===== src/hdl/event_flag_pkg.sv =====
// shared constants and carrier types for the event flag unit
package event_flag_pkg;

  localparam int NUM_BUCKS     = 2;           // buck regulators served
  localparam int CLK_FREQ_MHZ  = 125;         // core_clk rate
  localparam int SHORT_TIME_US = 1000;        // short-circuit window and debounce, us
  localparam int SHORT_CYCLES  = SHORT_TIME_US * CLK_FREQ_MHZ;

  // reset sequencer states
  typedef enum logic [1:0] {
    st_run  = 2'h0,                           // normal operation
    st_down = 2'h1,                           // supply undervoltage, held shut down
    st_load = 2'h2                            // defaults and one-time bits loading
  } seq_state_e;

  // sticky flags, also the layout of write-one clears
  typedef struct packed {
    logic [1:0] current_limit;
    logic [1:0] short_circuit;
    logic [1:0] output_valid;
    logic       thermal_warning;
    logic       thermal_shutdown;
    logic       supply_overvoltage;
    logic       power_good_pin;
    logic       sync_clock;
    logic       measurement_ready;
    logic       reset_event;
  } event_flags_s;

  // software masks, one gates the setting of its flag
  typedef struct packed {
    logic [1:0] current_limit;
    logic [1:0] output_valid_rise;
    logic [1:0] output_valid_fall;
    logic       thermal_warning;
    logic       power_good_pin;
    logic       sync_clock;
    logic       measurement_ready;
  } event_masks_s;

  // live conditions from the analog side
  typedef struct packed {
    logic [1:0] current_limit;
    logic [1:0] output_low;
    logic [1:0] output_valid;
    logic       thermal_warning;
    logic       thermal_shutdown;
    logic       supply_overvoltage;
    logic       power_good_valid;
    logic       sync_clock_present;
    logic       clock_detector_enable;
    logic       measurement_done;
  } event_inputs_s;

  // live status bits
  typedef struct packed {
    logic [1:0] current_limit;
    logic [1:0] output_valid;
    logic       thermal_warning;
    logic       thermal_shutdown;
    logic       supply_overvoltage;
    logic       power_good_pin;
    logic       sync_clock;
  } event_status_s;

  localparam event_flags_s  FLAGS_RESET  = '0;
  localparam event_status_s STATUS_RESET = '0;

endpackage : event_flag_pkg


===== src/hdl/pmic_event_flag_unit.sv =====
// event flags, regulator protection and reset sequencing of the power device
//
// Behaviour
// - current limit sets maskable flag and live status; regulator keeps running
// - write one clears current-limit flag unless limit still active
// - output below threshold 1 ms after enable disables buck, sets short flag
// - output low for 1 ms debounce while running does the same
// - write one clears the short-circuit flag
// - thermal warning sets maskable flag and status; clear blocked while hot
// - thermal shutdown kills regulators and outputs, sets sticky unmaskable flag
// - supply overvoltage kills regulators and outputs, sets sticky unmaskable flag
// - output becoming valid sets its flag unless rise mask; status shows validity
// - output becoming invalid sets same flag unless fall mask
// - power-good going inactive sets maskable flag with status; write one clears
// - power-good status is 1 when valid; polarity inverts only the pin
// - sync clock appearing or vanishing sets maskable flag with status
// - sync flag also raised while clock absent and detector enabled
// - measurement done sets maskable flag without status; write one clears
// - supply undervoltage shuts down and resets everything except the power-good pin, no flag
// - supply recovery loads defaults and one-time bits, sets reset flag
// - software reset shuts down, restarts, sets reset flag; write one clears
// - interrupt pin low while any flag pending
// - reset flag mask comes from one-time storage at reset sequence only
`timescale 1ns/1ps

module pmic_event_flag_unit
  import event_flag_pkg::*;
#(
  parameter int SC_CYCLES = SHORT_CYCLES      // short-circuit window in clocks
) (
  input  wire logic                 core_clk,                // core clock
  input  wire logic                 rst_n,                   // async reset, power-on
  input  wire event_inputs_s        cond,                    // live analog conditions
  input  wire event_masks_s         mask,                    // software masks
  input  wire event_flags_s         flag_clear,              // write-one clear pulses
  input  wire logic [1:0]           buck_enable_req,         // regulator enable requests
  input  wire logic                 general_output_a_req,    // requested level of output a
  input  wire logic                 general_output_b_req,    // requested level of output b
  input  wire logic                 power_good_pin_polarity, // 1 inverts the pin
  input  wire logic                 supply_undervoltage,     // analog supply below lockout
  input  wire logic                 soft_reset_req,          // software reset pulse
  input  wire logic                 otp_reset_mask,          // one-time reset flag mask
  output event_flags_s              flags,                   // sticky flags
  output event_status_s             status,                  // live status bits
  output logic [1:0]                regulator_on,            // buck enables
  output logic                      general_output_a,        // general output a
  output logic                      general_output_b,        // general output b
  output logic                      power_good_pin,          // pin level after polarity
  output logic                      buck_interrupt,          // buck summary bit
  output logic                      interrupt_request_n,     // interrupt pin, active low
  output logic                      defaults_reset           // registers held at defaults
);

  localparam int CW = $clog2(SC_CYCLES + 1);

  seq_state_e       state;
  seq_state_e       next_state;
  event_flags_s     next_flags;
  logic             reset_mask;
  logic [1:0]       valid_prev;
  logic             pg_prev;
  logic             sync_prev;
  logic [1:0]       sc_latched;
  logic [1:0]       sc_trip;
  logic [CW-1:0]    sc_count [NUM_BUCKS];
  logic             live;
  logic             fault_off;

  assign live      = (state == st_run) && !soft_reset_req && !supply_undervoltage;
  assign fault_off = cond.thermal_shutdown || cond.supply_overvoltage;

  // reset sequencer: undervoltage hold, then defaults and one-time load
  always_comb begin
    next_state = state;
    case (state)
      st_run:  begin
        if (supply_undervoltage) next_state = st_down;
        else if (soft_reset_req) next_state = st_load;
      end
      st_down: begin
        if (!supply_undervoltage) next_state = st_load;
      end
      st_load: begin
        next_state = supply_undervoltage ? st_down : st_run;
      end
      default: next_state = st_down;
    endcase
  end

  always_ff @(posedge core_clk or negedge rst_n) begin
    if (!rst_n) state <= st_load;
    else        state <= next_state;
  end

  // reset flag mask only taken from one-time storage while loading
  always_ff @(posedge core_clk or negedge rst_n) begin
    if (!rst_n)                 reset_mask <= 1'h0;
    else if (state == st_load)  reset_mask <= otp_reset_mask;
  end

  always_ff @(posedge core_clk or negedge rst_n) begin
    if (!rst_n) defaults_reset <= 1'h1;
    else        defaults_reset <= (next_state != st_run);
  end

  // short-circuit window per buck: low output while enabled for the window
  for (genvar i = 0; i < NUM_BUCKS; i++) begin : g_buck
    assign sc_trip[i] = regulator_on[i] && cond.output_low[i]
                        && (sc_count[i] == CW'(SC_CYCLES - 1));

    always_ff @(posedge core_clk or negedge rst_n) begin
      if (!rst_n)                                       sc_count[i] <= '0;
      else if (!regulator_on[i] || !cond.output_low[i]) sc_count[i] <= '0;
      else if (!sc_trip[i])                             sc_count[i] <= sc_count[i] + 1'b1;
    end

    // a tripped buck stays off until its enable request is withdrawn or the unit leaves normal operation
    always_ff @(posedge core_clk or negedge rst_n) begin
      if (!rst_n)                    sc_latched[i] <= 1'h0;
      else if (!live)                sc_latched[i] <= 1'h0;
      else if (sc_trip[i])           sc_latched[i] <= 1'h1;
      else if (!buck_enable_req[i])  sc_latched[i] <= 1'h0;
    end

    always_ff @(posedge core_clk or negedge rst_n) begin
      if (!rst_n) regulator_on[i] <= 1'h0;
      else        regulator_on[i] <= live && buck_enable_req[i] && !fault_off
                                     && !sc_latched[i] && !sc_trip[i];
    end

  end

  // edge history for change-type events
  always_ff @(posedge core_clk or negedge rst_n) begin
    if (!rst_n) begin
      valid_prev <= 2'h0;
      pg_prev    <= 1'h0;
      sync_prev  <= 1'h0;
    end else begin
      valid_prev <= cond.output_valid;
      pg_prev    <= cond.power_good_valid;
      sync_prev  <= cond.sync_clock_present;
    end
  end

  // sticky flags: the set term always wins over a write-one clear
  always_comb begin
    next_flags = FLAGS_RESET;
    if (state == st_load && !supply_undervoltage) begin
      next_flags.reset_event = !otp_reset_mask;
    end else if (live) begin
      next_flags = flags & ~flag_clear;
      next_flags.current_limit = next_flags.current_limit
        | (flags.current_limit & cond.current_limit)
        | (cond.current_limit & ~mask.current_limit);
      next_flags.short_circuit = next_flags.short_circuit | sc_trip;
      next_flags.output_valid = next_flags.output_valid
        | (cond.output_valid & ~valid_prev & ~mask.output_valid_rise)
        | (~cond.output_valid & valid_prev & ~mask.output_valid_fall);
      next_flags.thermal_warning = next_flags.thermal_warning
        | (flags.thermal_warning && cond.thermal_warning)
        | (cond.thermal_warning && !mask.thermal_warning);
      next_flags.thermal_shutdown = next_flags.thermal_shutdown
        | cond.thermal_shutdown;
      next_flags.supply_overvoltage = next_flags.supply_overvoltage
        | cond.supply_overvoltage;
      next_flags.power_good_pin = next_flags.power_good_pin
        | (pg_prev && !cond.power_good_valid && !mask.power_good_pin);
      next_flags.sync_clock = next_flags.sync_clock
        | (!mask.sync_clock
           && ((cond.sync_clock_present != sync_prev)
               || (cond.clock_detector_enable && !cond.sync_clock_present)));
      next_flags.measurement_ready = next_flags.measurement_ready
        | (cond.measurement_done && !mask.measurement_ready);
    end
  end

  always_ff @(posedge core_clk or negedge rst_n) begin
    if (!rst_n) flags <= FLAGS_RESET;
    else        flags <= next_flags;
  end

  // interrupt pin and buck summary follow the flags that will stand
  always_ff @(posedge core_clk or negedge rst_n) begin
    if (!rst_n) begin
      interrupt_request_n <= 1'h1;
      buck_interrupt      <= 1'h0;
    end else begin
      interrupt_request_n <= !(|next_flags);
      buck_interrupt      <= |{next_flags.current_limit, next_flags.short_circuit,
                               next_flags.output_valid};
    end
  end

  // live status bits, cleared to defaults outside normal operation
  always_ff @(posedge core_clk or negedge rst_n) begin
    if (!rst_n) begin
      status <= STATUS_RESET;
    end else if (next_state != st_run) begin
      status <= STATUS_RESET;
    end else begin
      status.current_limit      <= cond.current_limit;
      status.output_valid       <= cond.output_valid;
      status.thermal_warning    <= cond.thermal_warning;
      status.thermal_shutdown   <= cond.thermal_shutdown;
      status.supply_overvoltage <= cond.supply_overvoltage;
      status.power_good_pin     <= cond.power_good_valid;
      status.sync_clock         <= cond.sync_clock_present;
    end
  end

  // pin polarity touches the pin only
  always_ff @(posedge core_clk or negedge rst_n) begin
    if (!rst_n) power_good_pin <= 1'h0;
    else        power_good_pin <= cond.power_good_valid ^ power_good_pin_polarity;
  end

  // general outputs forced low by faults and by reset
  always_ff @(posedge core_clk or negedge rst_n) begin
    if (!rst_n) begin
      general_output_a <= 1'h0;
      general_output_b <= 1'h0;
    end else begin
      general_output_a <= live && !fault_off && general_output_a_req;
      general_output_b <= live && !fault_off && general_output_b_req;
    end
  end
endmodule : pmic_event_flag_unit

===== config.mk =====
export PLATFORM = sky130hd
export DESIGN_NAME = pmic_event_flag_unit
export DESIGN_NICKNAME = d
export VERILOG_FILES = /design/src/hdl/event_flag_pkg.sv /design/src/hdl/pmic_event_flag_unit.sv
export SDC_FILE = /design/constraint.sdc
export NUM_CORES = 1
export LEC_CHECK = 0
export BUFFER_PORTS_ARGS = -buffer_cell sky130_fd_sc_hd__buf_2
export CAP_MARGIN = 10
export CELL_PAD_IN_SITES_DETAIL_PLACEMENT = 1
export CELL_PAD_IN_SITES_GLOBAL_PLACEMENT = 2
export CORE_MARGIN = 2
export CORE_UTILIZATION = 30
export CTS_CLUSTER_DIAMETER = 120
export CTS_CLUSTER_SIZE = 40
export DETAILED_ROUTE_END_ITERATION = 8
export PLACE_DENSITY = 0.82
export SYNTH_ARGS = -nofsm -noshare
export SYNTH_HDL_FRONTEND = slang
export SYNTH_SLANG_ARGS = --single-unit
export TNS_END_PERCENT = 20

===== constraint.sdc =====
create_clock -name core_clk -period 1.97 [get_ports core_clk]
set_input_delay 0.0985 -clock core_clk [delete_from_list [all_inputs] [get_ports core_clk]]
set_output_delay 0.0985 -clock core_clk [all_outputs]
set_load 0.1 [all_outputs]

==> metrics.md, run 1 <==
| Metric | Value |
|---|---|
| Worst hold-check path type | `input port to flop` |
| Syn Nets | `approximately 350` |
| Main synth FF type | `dfrtp_1` |
| Synth warnings | `0` |
| CP max FO | `4` |
| Register area share after synthesis | `about three fifths` |
| CP cell instances | `or4_4 -> or4_4 -> nor4_4 -> mux2i_1 -> nor2_1` |
| Buf/Inv on CP | `0` |
| Rows | `37` |
| Via Count | `2549` |
| Hold path start | `general_output_b_req` |
| Pwr dens | `a little under 800 mW/mm^2` |
| Max-slew violations | `0` |
| Ant. Diodes | `0` |
| TritonRoute pass-1 iters | `4` |
| Worst EP arrival | `about 2.2 ns` |
| Clk pin slew, worst setup/hold paths | `about 0.08 ns` |
| H-tree Lvls | `3` |
| Max-cap violation count | `0` |
| Syn-to-layout area delta | `32.8%` |
| Most common cell in the netlist | `dfrtp_1` |
| Synth cell count leaders | `69 x dfrtp_1, 53 x nor2_1, 20 x xor2_1, 19 x nand2_1, 15 x a21oi_1` |
| Area contributors post-synth | `dfrtp_1 56%, nor2_1 6.4%, xor2_1 5.6%, dfstp_2 2.5%, a21oi_1 2.4%` |
| Layout net count | `~450` |
| Final antenna-violating net count | `0` |
| VDD IR max | `roughly 350 uV` |
| Synth Instances | `298` |
| Clk_lat worst skew | `approximately 0.35 ns` |
| Max_slew headroom | `between 50% and 60%` |
| Worst Reg-to-Reg Cells | `5` |
| WHS Path Cells | `2` |
| Most Frequent Cell on Critical Path | `or4_4` |
| RSZ-0062 raised after global routing | `yes` |
| Fin. Hold Viols | `0` |
| Critical Path Source Type | `flop` |
| Layout Cells excl Fill | `547` |
| Largest net degree at the start of global routing | `73` |
| Final design instance area without fill | `0.00413 mm^2` |
| Wire length per cell | `14.7 um` |
| Fin worst setup slack | `-0.0365 ns` |
| Post-layout min period | `2.01 ns` |
| Vias/cell | `approximately 4.7` |
| Cell taking the most area after synthesis | `dfrtp_1` |
| Drt total wl | `between 8 and 9 mm` |
| CTS Buf Count | `9` |
| GP Congestion | `0.761` |
| Layout cells sized above 1 | `between 20% and 30%` |
| Ports | `76` |
| Failing checks | `negative setup slack` |
| DP Area | `0.00376 mm^2` |
| Post-synth top area share | `between 50% and 60%` |
| CTS root buf | `clkbuf_8` |
| Crit path required time | `2.20 ns` |
| Status | `complete, but fails checks` |
| Critical path type | `flop to flop` |
| Layout fillers | `~1200` |
| Hold EP | `general_output_b$_DFF_PN0_` |
| Reg-to-reg setup timing slack | `-0.04 ns` |
| Effective utilization at floorplan | `roughly 31%` |
| Seq cells post-synth | `a little over 70` |
| FF-to-FF End | `sc_count[1]$_DFFE_PN0P_` |
| Reg2Reg Launch Point | `sc_count[3]$_DFFE_PN0P_` |
| Period Utilization, post-route | `102%` |
| Slowest stage delay, CP | `approximately 0.53 ns` |
| Layout Skew | `about 0.013 ns` |
| Post-route setup TNS | `-0.0365 ns` |
| Netlist cell types | `36` |
| Total Power | `around 3.2 mW` |
| Top delay family on crit path | `simple AND/OR/NAND/NOR gates` |
| TritonCTS clock tree | `yes` |
| Die Y | `approximately 110 um` |
| Final setup vio count | `1` |
| Port bufs | `75` |
| Post-synth EDFFs | `0` |
| Critical Path Sink Type | `flop` |
| Die width | `106 um` |
| Cell leakage power | `1.93 nW` |
| Max Fclk | `between 400 and 500 MHz` |
| Total congestion overflow | `0` |
| Synthesized area | `between 0.003 and 0.004 mm^2` |
| Vias in the first global route | `around 2800` |
| Avg Cell Area, Syn | `~10 um^2` |
| # DRC | `0` |
| Post-synth ARST share | `between 90% and 100%` |
| Core area | `~0.01 mm^2` |
| Post-Place Cells | `slightly above 500` |
| Initial antenna violation count | `0` |
| Detail Placement HPWL | `slightly below 6 mm` |
| Slew @ Worst Pin | `between 0.7 and 0.8 ns` |
| Clock sink count | `72` |
| Initial DRC count | `83` |
| Critical Path Slowest Stage Cell | `or4_4` |
| CTS max path bufs | `2` |
| Aggregate global-route resource usage | `between 10% and 20%` |
| Die Area | `approximately 0.011 mm^2` |
| First-pass GRT wire length | `13.8 mm` |
## worst max path at each step
stage | from | to | cells past startpoint
after floorplan | sc_count[21]$_DFFE_PN0P_ | regulator_on[0]$_DFF_PN0_ | 4
after global placement | sc_count[3]$_DFFE_PN0P_ | sc_count[1]$_DFFE_PN0P_ | 5
after detailed placement | sc_count[3]$_DFFE_PN0P_ | sc_count[1]$_DFFE_PN0P_ | 5
after CTS | sc_count[3]$_DFFE_PN0P_ | sc_count[1]$_DFFE_PN0P_ | 5
after global routing | sc_count[3]$_DFFE_PN0P_ | sc_count[1]$_DFFE_PN0P_ | 5
final | sc_count[3]$_DFFE_PN0P_ | sc_count[1]$_DFFE_PN0P_ | 5
## worst register-to-register path, cell delays in order, from the launching register on
cell	delay [ns]
dfrtp_1	0.38
or4_4	0.53
or4_4	0.45
nor4_4	0.26
mux2i_1	0.22
nor2_1	0.05
## power by group
group	internal, mW	switching (mW)	leakage [nW]	total (mW)
registers	1.51	0.0111	0.975	1.52
clock network	0.754	0.584	0.113	1.34
logic	0.0981	0.259	0.838	0.357
total	2.36	0.854	1.93	3.21
## sequential cells by signal (all words and copies together) (netlist names), 2 cells and up
| signal | cells |
|---|---|
| sc_count | 34 |
| flags | 13 |
| sc_latched | 2 |
| state | 2 |
| regulator_on | 2 |
| valid_prev | 2 |
| status | 9 |
## final cells by class
| type | count | area, um^2 | share of cell area, % |
|---|---|---|---|
| Inverter | 7 | 26.3 | 0.636 |
| Clock buffer | 10 | 138 | 3.33 |
| Tap cell | 136 | 170 | 4.12 |
| Timing Repair Buffer | 103 | 631 | 15.3 |
| Clock inverter | 6 | 90.1 | 2.18 |
| Multi-Input combinational cell | 213 | 1270 | 30.8 |
| Sequential cell | 72 | 1810 | 43.7 |
## cells by family (layout without fill, tap and decap cells)
group | Yosys count | in the layout | share of synthesized area (%)
simple gates | 157 | 157 | 26.9
compound gates | 26 | 26 | 4.71
fa+ha+maj | 2 | 2 | 0.804
xor+xnor | 26 | 26 | 7.32
buf+inv | 13 | 126 | 1.57
mux | 2 | 2 | 0.644
flops | 72 | 72 | 58.0
## layout by cell type (no fill, tap or decap), types with 7 or more instances in the layout
| master | netlist | routed |
|---|---|---|
| a21oi_1 | 15 | 15 |
| and2_1 | 11 | 11 |
| buf_2 | 0 | 75 |
| buf_4 | 0 | 14 |
| clkbuf_8 | 0 | 10 |
| dfrtp_1 | 69 | 69 |
| dlygate4sd3_1 | 0 | 13 |
| inv_1 | 7 | 7 |
| nand2_1 | 19 | 19 |
| nand3_1 | 13 | 13 |
| nand4_1 | 12 | 12 |
| nor2_1 | 53 | 53 |
| nor2b_1 | 8 | 8 |
| nor3_1 | 7 | 7 |
| xor2_1 | 20 | 20 |
## stage by stage
| step | utilization (%) | hold slack, ns | worst slack [ns] |
|---|---|---|---|
| after floorplan | - | -0.197 | 0.0190 |
| after global placement | 36.9 | 0.161 | 0.00446 |
| after detailed placement | 36.9 | 0.164 | -0.0479 |
| after CTS | 40.4 | 0.00411 | -0.0499 |
| after global routing | 40.6 | 0.0107 | -0.141 |
| final | 40.6 | 0.0133 | -0.0365 |
## what timing repair did
action / CTS / global route
endpoints found under the hold margin: 85 / 1
endpoints found under the setup margin: 3 / 7
setup buffers: 0 / 0
hold buffers: 12 / 1
pin swaps: 0 / 3
resized for setup: 1 / 2
## routing by layer
| layer | track usage [%] | share of wire [%] | vias up |
|---|---|---|---|
| li1 | - | - | 1225 |
| met1 | 18.3 | 41 | 1242 |
| met2 | 26.5 | 50 | 68 |
| met3 | 5.69 | 6.4 | 14 |
| met4 | 6.67 | 2.3 | 0 |
| met5 | 0 | 0 | - |
(Power assumes the default switching activity.)
==> run 2, diff against run 1 <==
--- a/config.mk
+++ b/config.mk
@@ -5,16 +5,17 @@
 export SDC_FILE = /design/constraint.sdc
 export NUM_CORES = 1
 export LEC_CHECK = 0
-export BUFFER_PORTS_ARGS = -buffer_cell sky130_fd_sc_hd__buf_2
 export CAP_MARGIN = 10
 export CELL_PAD_IN_SITES_DETAIL_PLACEMENT = 1
 export CELL_PAD_IN_SITES_GLOBAL_PLACEMENT = 2
 export CORE_MARGIN = 2
-export CORE_UTILIZATION = 30
+export CORE_UTILIZATION = 35
 export CTS_CLUSTER_DIAMETER = 120
 export CTS_CLUSTER_SIZE = 40
 export DETAILED_ROUTE_END_ITERATION = 8
-export PLACE_DENSITY = 0.82
+export DONT_BUFFER_PORTS = 1
+export PLACE_DENSITY = 0.8
+export SKIP_LAST_GASP = 1
 export SYNTH_ARGS = -nofsm -noshare
 export SYNTH_HDL_FRONTEND = slang
 export SYNTH_SLANG_ARGS = --single-unit
==> metrics.md, run 2 (synthesis results as in run 1) <==
| Metric | Value |
|---|---|
| Post-Place Cells | `441 (-15%)` |
| Final core utilization | `47.3% (+6.7 points)` |
| Initial antenna violation count | `0 (unchanged)` |
| Aggregate global-route resource usage | `18.2% (+2.3 points)` |
| Internal | `2.61 mW (+10%)` |
| Max-cap violation count | `0 (unchanged)` |
| Ports | `76 (unchanged)` |
| Layout Skew | `0.00724 ns (-0.00565 ns)` |
| Total congestion overflow | `0 (unchanged)` |
| Ant. Diodes | `0 (unchanged)` |
| Slowest stage delay, CP | `0.51 ns (-0.02 ns)` |
| Worst EP arrival | `2.24 ns (about the same)` |
| Max-slew violations | `0 (unchanged)` |
| Most frequent cells in the layout | `69 x dfrtp_1, 53 x nor2_1, 41 x buf_4, 28 x dlygate4sd3_1, 20 x xor2_1` |
| Die Y | `98.3 um (-7.1%)` |
| CTS max path bufs | `2 (unchanged)` |
| Cell leakage power | `1.82 nW (-5.4%)` |
| Worst hold-check path type | `input port to flop` |
| Post-CTS setup buffer count | `0 (unchanged)` |
| Status | `complete, but fails checks` |
| GP Congestion | `0.783 (+2.9%)` |
| VDD IR max | `392 uV (+13%)` |
| Switch share | `24.3% (-2.3 points)` |
| Core area | `0.00868 mm^2 (-15%)` |
| Layout net count | `421 (-7.3%)` |
| CP max FO | `4 (unchanged)` |
| Total Power | `3.45 mW (+7.2%)` |
| Syn-to-layout area delta | `32.0%` |
| Max FFs per register | `34 (unchanged)` |
| Critical Path Sink Type | `flop` |
| Clk pin slew, worst setup/hold paths | `0.08 ns (about the same)` |
| Layout cells sized above 1 | `17.2% (-11 points)` |
| Critical Path Source Type | `flop` |
| Worst hold slack | `0.0108 ns (-0.00252 ns)` |
| Final setup vio count | `1 (unchanged)` |
| Clk_lat worst skew | `0.34 ns (about the same)` |
| Final antenna-violating net count | `0 (unchanged)` |
| TritonRoute pass-1 iters | `4 (unchanged)` |
| Effective utilization at floorplan | `35.8% (+5.3 points)` |
| Post-layout min period | `2.01 ns (+0.00340 ns)` |
| Wire length per cell | `17.0 um (+15%)` |
| Initial DRC count | `65 (-22%)` |
| Clock power share | `45.7% (+4.1 points)` |
| Layout Cells excl Fill | `485 (-11%)` |
| Critical Path Slowest Stage Cell | `or4_1` |
| H-tree Lvls | `3 (unchanged)` |
| Rows | `34 (-8.1%)` |
| Reg with most FFs | `sc_count` |
| Most common cell after layout, fill and taps aside | `dfrtp_1` |
| Sequential share of power | `44.9% (-2.4 points)` |
| Via Count | `2535 (-0.55%)` |
| Critical path type | `flop to flop` |
| Combinational power share | `9.5% (-1.6 points)` |
| CP cell instances | `or4_1 -> or4_4 -> nor4_4 -> mux2i_1 -> nor2_1` |
| Vias/cell | `5.23 (+12%)` |
| Fin. Hold Viols | `0 (unchanged)` |
| Port bufs | `0 (-100%)` |
| RSZ-0062 raised after global routing | `yes` |
| Pre-CTS WS | `-0.0412 ns (+0.00668 ns)` |
| Clock sink count | `72 (unchanged)` |
| Vias in the first global route | `2815 (-1.2%)` |
| TritonCTS clock tree | `yes` |
| Period Utilization, post-route | `102% (+0.17 points)` |
| Detail Placement HPWL | `5.31 mm (-7.9%)` |
| Crit path required time | `2.20 ns (about the same)` |
| Die Area | `0.00966 mm^2 (-14%)` |
| Max Fclk | `498 MHz (-0.17%)` |
| Pwr dens | `839 mW/mm^2 (+7.9%)` |
| Failing checks | `negative setup slack` |
| Max_slew headroom | `60.7% (+9.9 points)` |
| Drt total wl | `8.24 mm (+2.3%)` |
| Die width | `98.3 um (-7.1%)` |
| Slew @ Worst Pin | `0.588 ns (-0.144 ns)` |
| CTS root buf | `clkbuf_8` |
| Fin worst setup slack | `-0.0399 ns (-0.00340 ns)` |
| CTS resizes | `0 (-1)` |
| CTS Buf Count | `9 (unchanged)` |
| Top Registers | `sc_count: 34 flops, flags: 13 flops, status: 9 flops` |
| First-pass GRT wire length | `13.9 mm (+0.41%)` |
| Largest net degree at the start of global routing | `73 (unchanged)` |
| Psw | `0.837 mW (-2.0%)` |
| # DRC | `0 (unchanged)` |
[run 2: changes by cell type in the layout (fill, tap and decap cells not counted), sizes merged]
cell,delta
buf,-48
bufinv,+2
clkinvlp,-1
dlygate4sd3,+15
inv,-2
[run 2: metal layers]
metal  vias up  part of all wire, %  track usage (%)
met1      1271                   42             21.8
met4         0                  2.6             8.43
met2        76                   50             30.6
li1       1165                    -                -
met5         -                    0                0
met3        23                  5.5             4.80
[run 2: final cells by class]
type / count / area (um^2)
inverters: 7 / 26.3
clock inverters: 5 / 129
repair buffers: 70 / 616
flip-flops and latches: 72 / 1810
clock buffers: 10 / 138
fillers: 974 / 4570
multi-input cells: 213 / 1260
well taps: 108 / 135
[run 2: metrics by stage]
| step | setup TNS [ns] | area [um^2] |
|---|---|---|
| after global placement | -0.0108 | 3530 |
| after CTS | -0.0772 | 4110 |
| after global routing | -0.557 | 4110 |
| after floorplan | 0 | 3110 |
| final | -0.0399 | 4110 |
| after detailed placement | -0.0412 | 3530 |
[run 2: final timing paths]
kind                       cells past startpoint                         end                     from  slack (ns)
min in group asynchronous                      2    sc_count[11]$_DFFE_PN0P_                    rst_n        0.33
setup / recovery                               5     sc_count[1]$_DFFE_PN0P_  sc_count[3]$_DFFE_PN0P_       -0.04
hold / removal                                 2  general_output_b$_DFF_PN0_                  cond[5]        0.01
max in group asynchronous                      2    defaults_reset$_DFF_PN1_                    rst_n        1.31
setup reg to reg                               5     sc_count[1]$_DFFE_PN0P_  sc_count[3]$_DFFE_PN0P_       -0.04
hold reg to reg                                2          flags[3]$_DFF_PN0_        pg_prev$_DFF_PN0_        0.52
[run 2: power groups by stage]
stage | clock (mW) | sequential, mW | combinational, mW
CTS | 1.59 | 1.55 | 0.323
global route | 1.65 | 1.55 | 0.347
finish | 1.57 | 1.55 | 0.326
floorplan | 0 | 1.71 | 0.0514
detailed placement | 0 | 1.57 | 0.237
global placement | 0 | 1.57 | 0.234
[run 2: worst max-delay path, delay by kind of cell (launching register included)]
| kind | cells | cell delay (ns) |
|---|---|---|
| simple gates | 4 | 1.29 |
| flops | 1 | 0.38 |
| mux | 1 | 0.23 |
[run 2: repair_timing]
item                                   CTS  global route
setup endpoints to repair                3             7
gates cloned                             0             0
endpoints found under the hold margin  107             0
hold buffers                            29             0
==> run 3, diff against run 2 <==
--- a/config.mk
+++ b/config.mk
@@ -14,6 +14,7 @@
 export CTS_CLUSTER_SIZE = 40
 export DETAILED_ROUTE_END_ITERATION = 8
 export DONT_BUFFER_PORTS = 1
+export MAX_ROUTING_LAYER = met4
 export PLACE_DENSITY = 0.8
 export SKIP_LAST_GASP = 1
 export SYNTH_ARGS = -nofsm -noshare
==> metrics.md, run 3 (synthesis results as in run 1) <==
| Metric | Value |
|---|---|
| Status | `complete, but fails checks` |
| Failing checks | `negative setup slack` |
| Critical path type | `flop to flop` |
| Ports | `76 (unchanged)` |
| Critical Path Source Type | `flop` |
| Die width | `98.3 um (unchanged)` |
| Period Utilization, post-route | `102% (about the same)` |
| Total congestion overflow | `0 (unchanged)` |
| Core area | `0.00868 mm^2 (unchanged)` |
| First-pass GRT wire length | `13.9 mm (+0.25%)` |
| TritonRoute pass-1 iters | `4 (unchanged)` |
| Via Count | `2539 (+0.16%)` |
| Die Y | `98.3 um (unchanged)` |
| Effective utilization at floorplan | `35.8% (unchanged)` |
| CP cell instances | `or4_1 -> or4_4 -> nor4_4 -> mux2i_1 -> nor2_1` |
| CTS max path bufs | `2 (unchanged)` |
| Max_slew headroom | `61.2% (+0.49 points)` |
| Post-CTS setup buffer count | `0 (unchanged)` |
| Reg-to-reg setup timing slack | `-0.04 ns (about the same)` |
| Vias in the first global route | `2816 (+0.036%)` |
| # DRC | `0 (unchanged)` |
| GP Congestion | `0.794 (+1.4%)` |
| Fin worst setup slack | `-0.0405 ns (-0.000586 ns)` |
| Max Fclk | `497 MHz (about the same)` |
| Max-slew violations | `0 (unchanged)` |
| Most common cell after layout, fill and taps aside | `dfrtp_1` |
| Final antenna-violating net count | `0 (unchanged)` |
| Layout Skew | `0.00714 ns (-0.000106 ns)` |
| Largest net degree at the start of global routing | `73 (unchanged)` |
| Rows | `34 (unchanged)` |
| Top delay family on crit path | `simple AND/OR/NAND/NOR gates` |
| Ant. Diodes | `0 (unchanged)` |
| Clk_lat worst skew | `0.34 ns (about the same)` |
| Critical Path Slowest Stage Cell | `or4_1` |
| Initial DRC count | `68 (+4.6%)` |
| Aggregate global-route resource usage | `18.7% (+0.60 points)` |
| Reg with most FFs | `sc_count` |
| H-tree Lvls | `3 (unchanged)` |
| Critical Path Sink Type | `flop` |
| CP max FO | `4 (unchanged)` |
| Drt total wl | `8.22 mm (-0.28%)` |
| Die Area | `0.00966 mm^2 (unchanged)` |
| Layout cells sized above 1 | `17.2% (unchanged)` |
| Slowest stage delay, CP | `0.51 ns (about the same)` |
| Max FFs per register | `34 (unchanged)` |
| Fin. Hold Viols | `0 (unchanged)` |
| Top Registers | `sc_count: 34 flops, flags: 13 flops, status: 9 flops` |
| Pwr dens | `838 mW/mm^2 (-0.15%)` |
| Post-layout min period | `2.01 ns (+0.000586 ns)` |
| Pre-CTS WS | `-0.0412 ns (unchanged)` |
| CTS Buf Count | `9 (unchanged)` |
| Max-cap violation count | `0 (unchanged)` |
| Clock sink count | `72 (unchanged)` |
| Slew @ Worst Pin | `0.581 ns (-0.00731 ns)` |
| Seq. cell area | `0.00181 mm^2 (unchanged)` |
| Crit path required time | `2.20 ns (about the same)` |
| Worst hold-check path type | `input port to flop` |
| Cell leakage power | `1.82 nW (unchanged)` |
| Wire length per cell | `16.9 um (-0.28%)` |
| Initial antenna violation count | `0 (unchanged)` |
| Buf/Inv on CP | `0 (unchanged)` |
| Port bufs | `0 (unchanged)` |
| Area of the multi-input gates | `0.00126 mm^2 (unchanged)` |
| Detail Placement HPWL | `5.31 mm (unchanged)` |
| TritonCTS clock tree | `yes` |
| Final setup vio count | `2 (+1)` |
| Layout fillers | `974 (unchanged)` |
| RSZ-0062 raised after global routing | `yes` |
| Most frequent cells in the layout | `69 x dfrtp_1, 53 x nor2_1, 41 x buf_4, 28 x dlygate4sd3_1, 20 x xor2_1` |
| Post-route setup TNS | `-0.0410 ns (-0.00107 ns)` |
| Layout net count | `421 (unchanged)` |
| Vias/cell | `5.24 (+0.16%)` |
| CTS root buf | `clkbuf_8` |
| Worst EP arrival | `2.24 ns (about the same)` |
| VDD IR max | `395 uV (+0.76%)` |
| Syn-to-layout area delta | `32.0% (unchanged)` |
| Clk pin slew, worst setup/hold paths | `0.08 ns (about the same)` |
-- run 3: cell counts in the layout (fill, tap and decap cells not counted) --
No cell type changed its count.
-- run 3: report_power, final --
| group | total (mW) | internal (mW) | switching [mW] |
|---|---|---|---|
| Clock | 1.57 | 1.00 | 0.567 |
| Combinational | 0.327 | 0.0988 | 0.228 |
| Sequential | 1.55 | 1.51 | 0.0368 |
-- run 3: through the flow --
stage                     hold WS, ns  total power, mW  std cells  util (%)  instance area, um^2
after global routing           0.0207             3.55        485      47.3                 4110
after floorplan                -0.197             1.76        298         -                 3110
after detailed placement       -0.194             1.81        441      40.7                 3530
after global placement         -0.194             1.81        441      40.7                 3530
final                          0.0123             3.44        485      47.3                 4110
after CTS                     0.00186             3.46        485      47.3                 4110
-- run 3: path summary, 6_finish.rpt --
check                                             start  cells past startpoint                         end
max in group asynchronous                         rst_n                      2    defaults_reset$_DFF_PN1_
worst max-delay path            sc_count[3]$_DFFE_PN0P_                      5     sc_count[1]$_DFFE_PN0P_
worst max register to register  sc_count[3]$_DFFE_PN0P_                      5     sc_count[1]$_DFFE_PN0P_
min in group asynchronous                         rst_n                      2    sc_count[10]$_DFFE_PN0P_
worst min-delay path                            cond[5]                      2  general_output_b$_DFF_PN0_
worst min register to register        pg_prev$_DFF_PN0_                      2          flags[3]$_DFF_PN0_
-- run 3: area by class of cell --
type	count	share of cell area [%]
Clock buffer	10	3.35
Clock inverter	5	3.14
Inverter	7	0.640
Multi-Input combinational cell	213	30.6
Sequential cell	72	44.0
Tap cell	108	3.29
Timing Repair Buffer	70	15.0
-- run 3: repair_timing --
action | in CTS | in global routing
endpoints found under the setup margin | 3 | 7
resized for setup | 0 | 0
hold buffers | 29 | 0
pin swaps | 0 | 0
endpoints found under the hold margin | 107 | 0
-- run 3: layer usage --
metal	track usage [%]	up-vias	wire [um]	share of wire, %
li1	-	1169	-	-
met3	3.94	22	384	4.7
met1	22.5	1269	3530	43
met4	8.43	0	210	2.6
met2	30.6	79	4090	50
met5	-	-	0	0
-- run 3: worst reg2reg max path, cell delays in order, from the launching register on --
cell	delay [ns]
dfrtp_1	0.38
or4_1	0.51
or4_4	0.44
nor4_4	0.29
mux2i_1	0.23
nor2_1	0.05
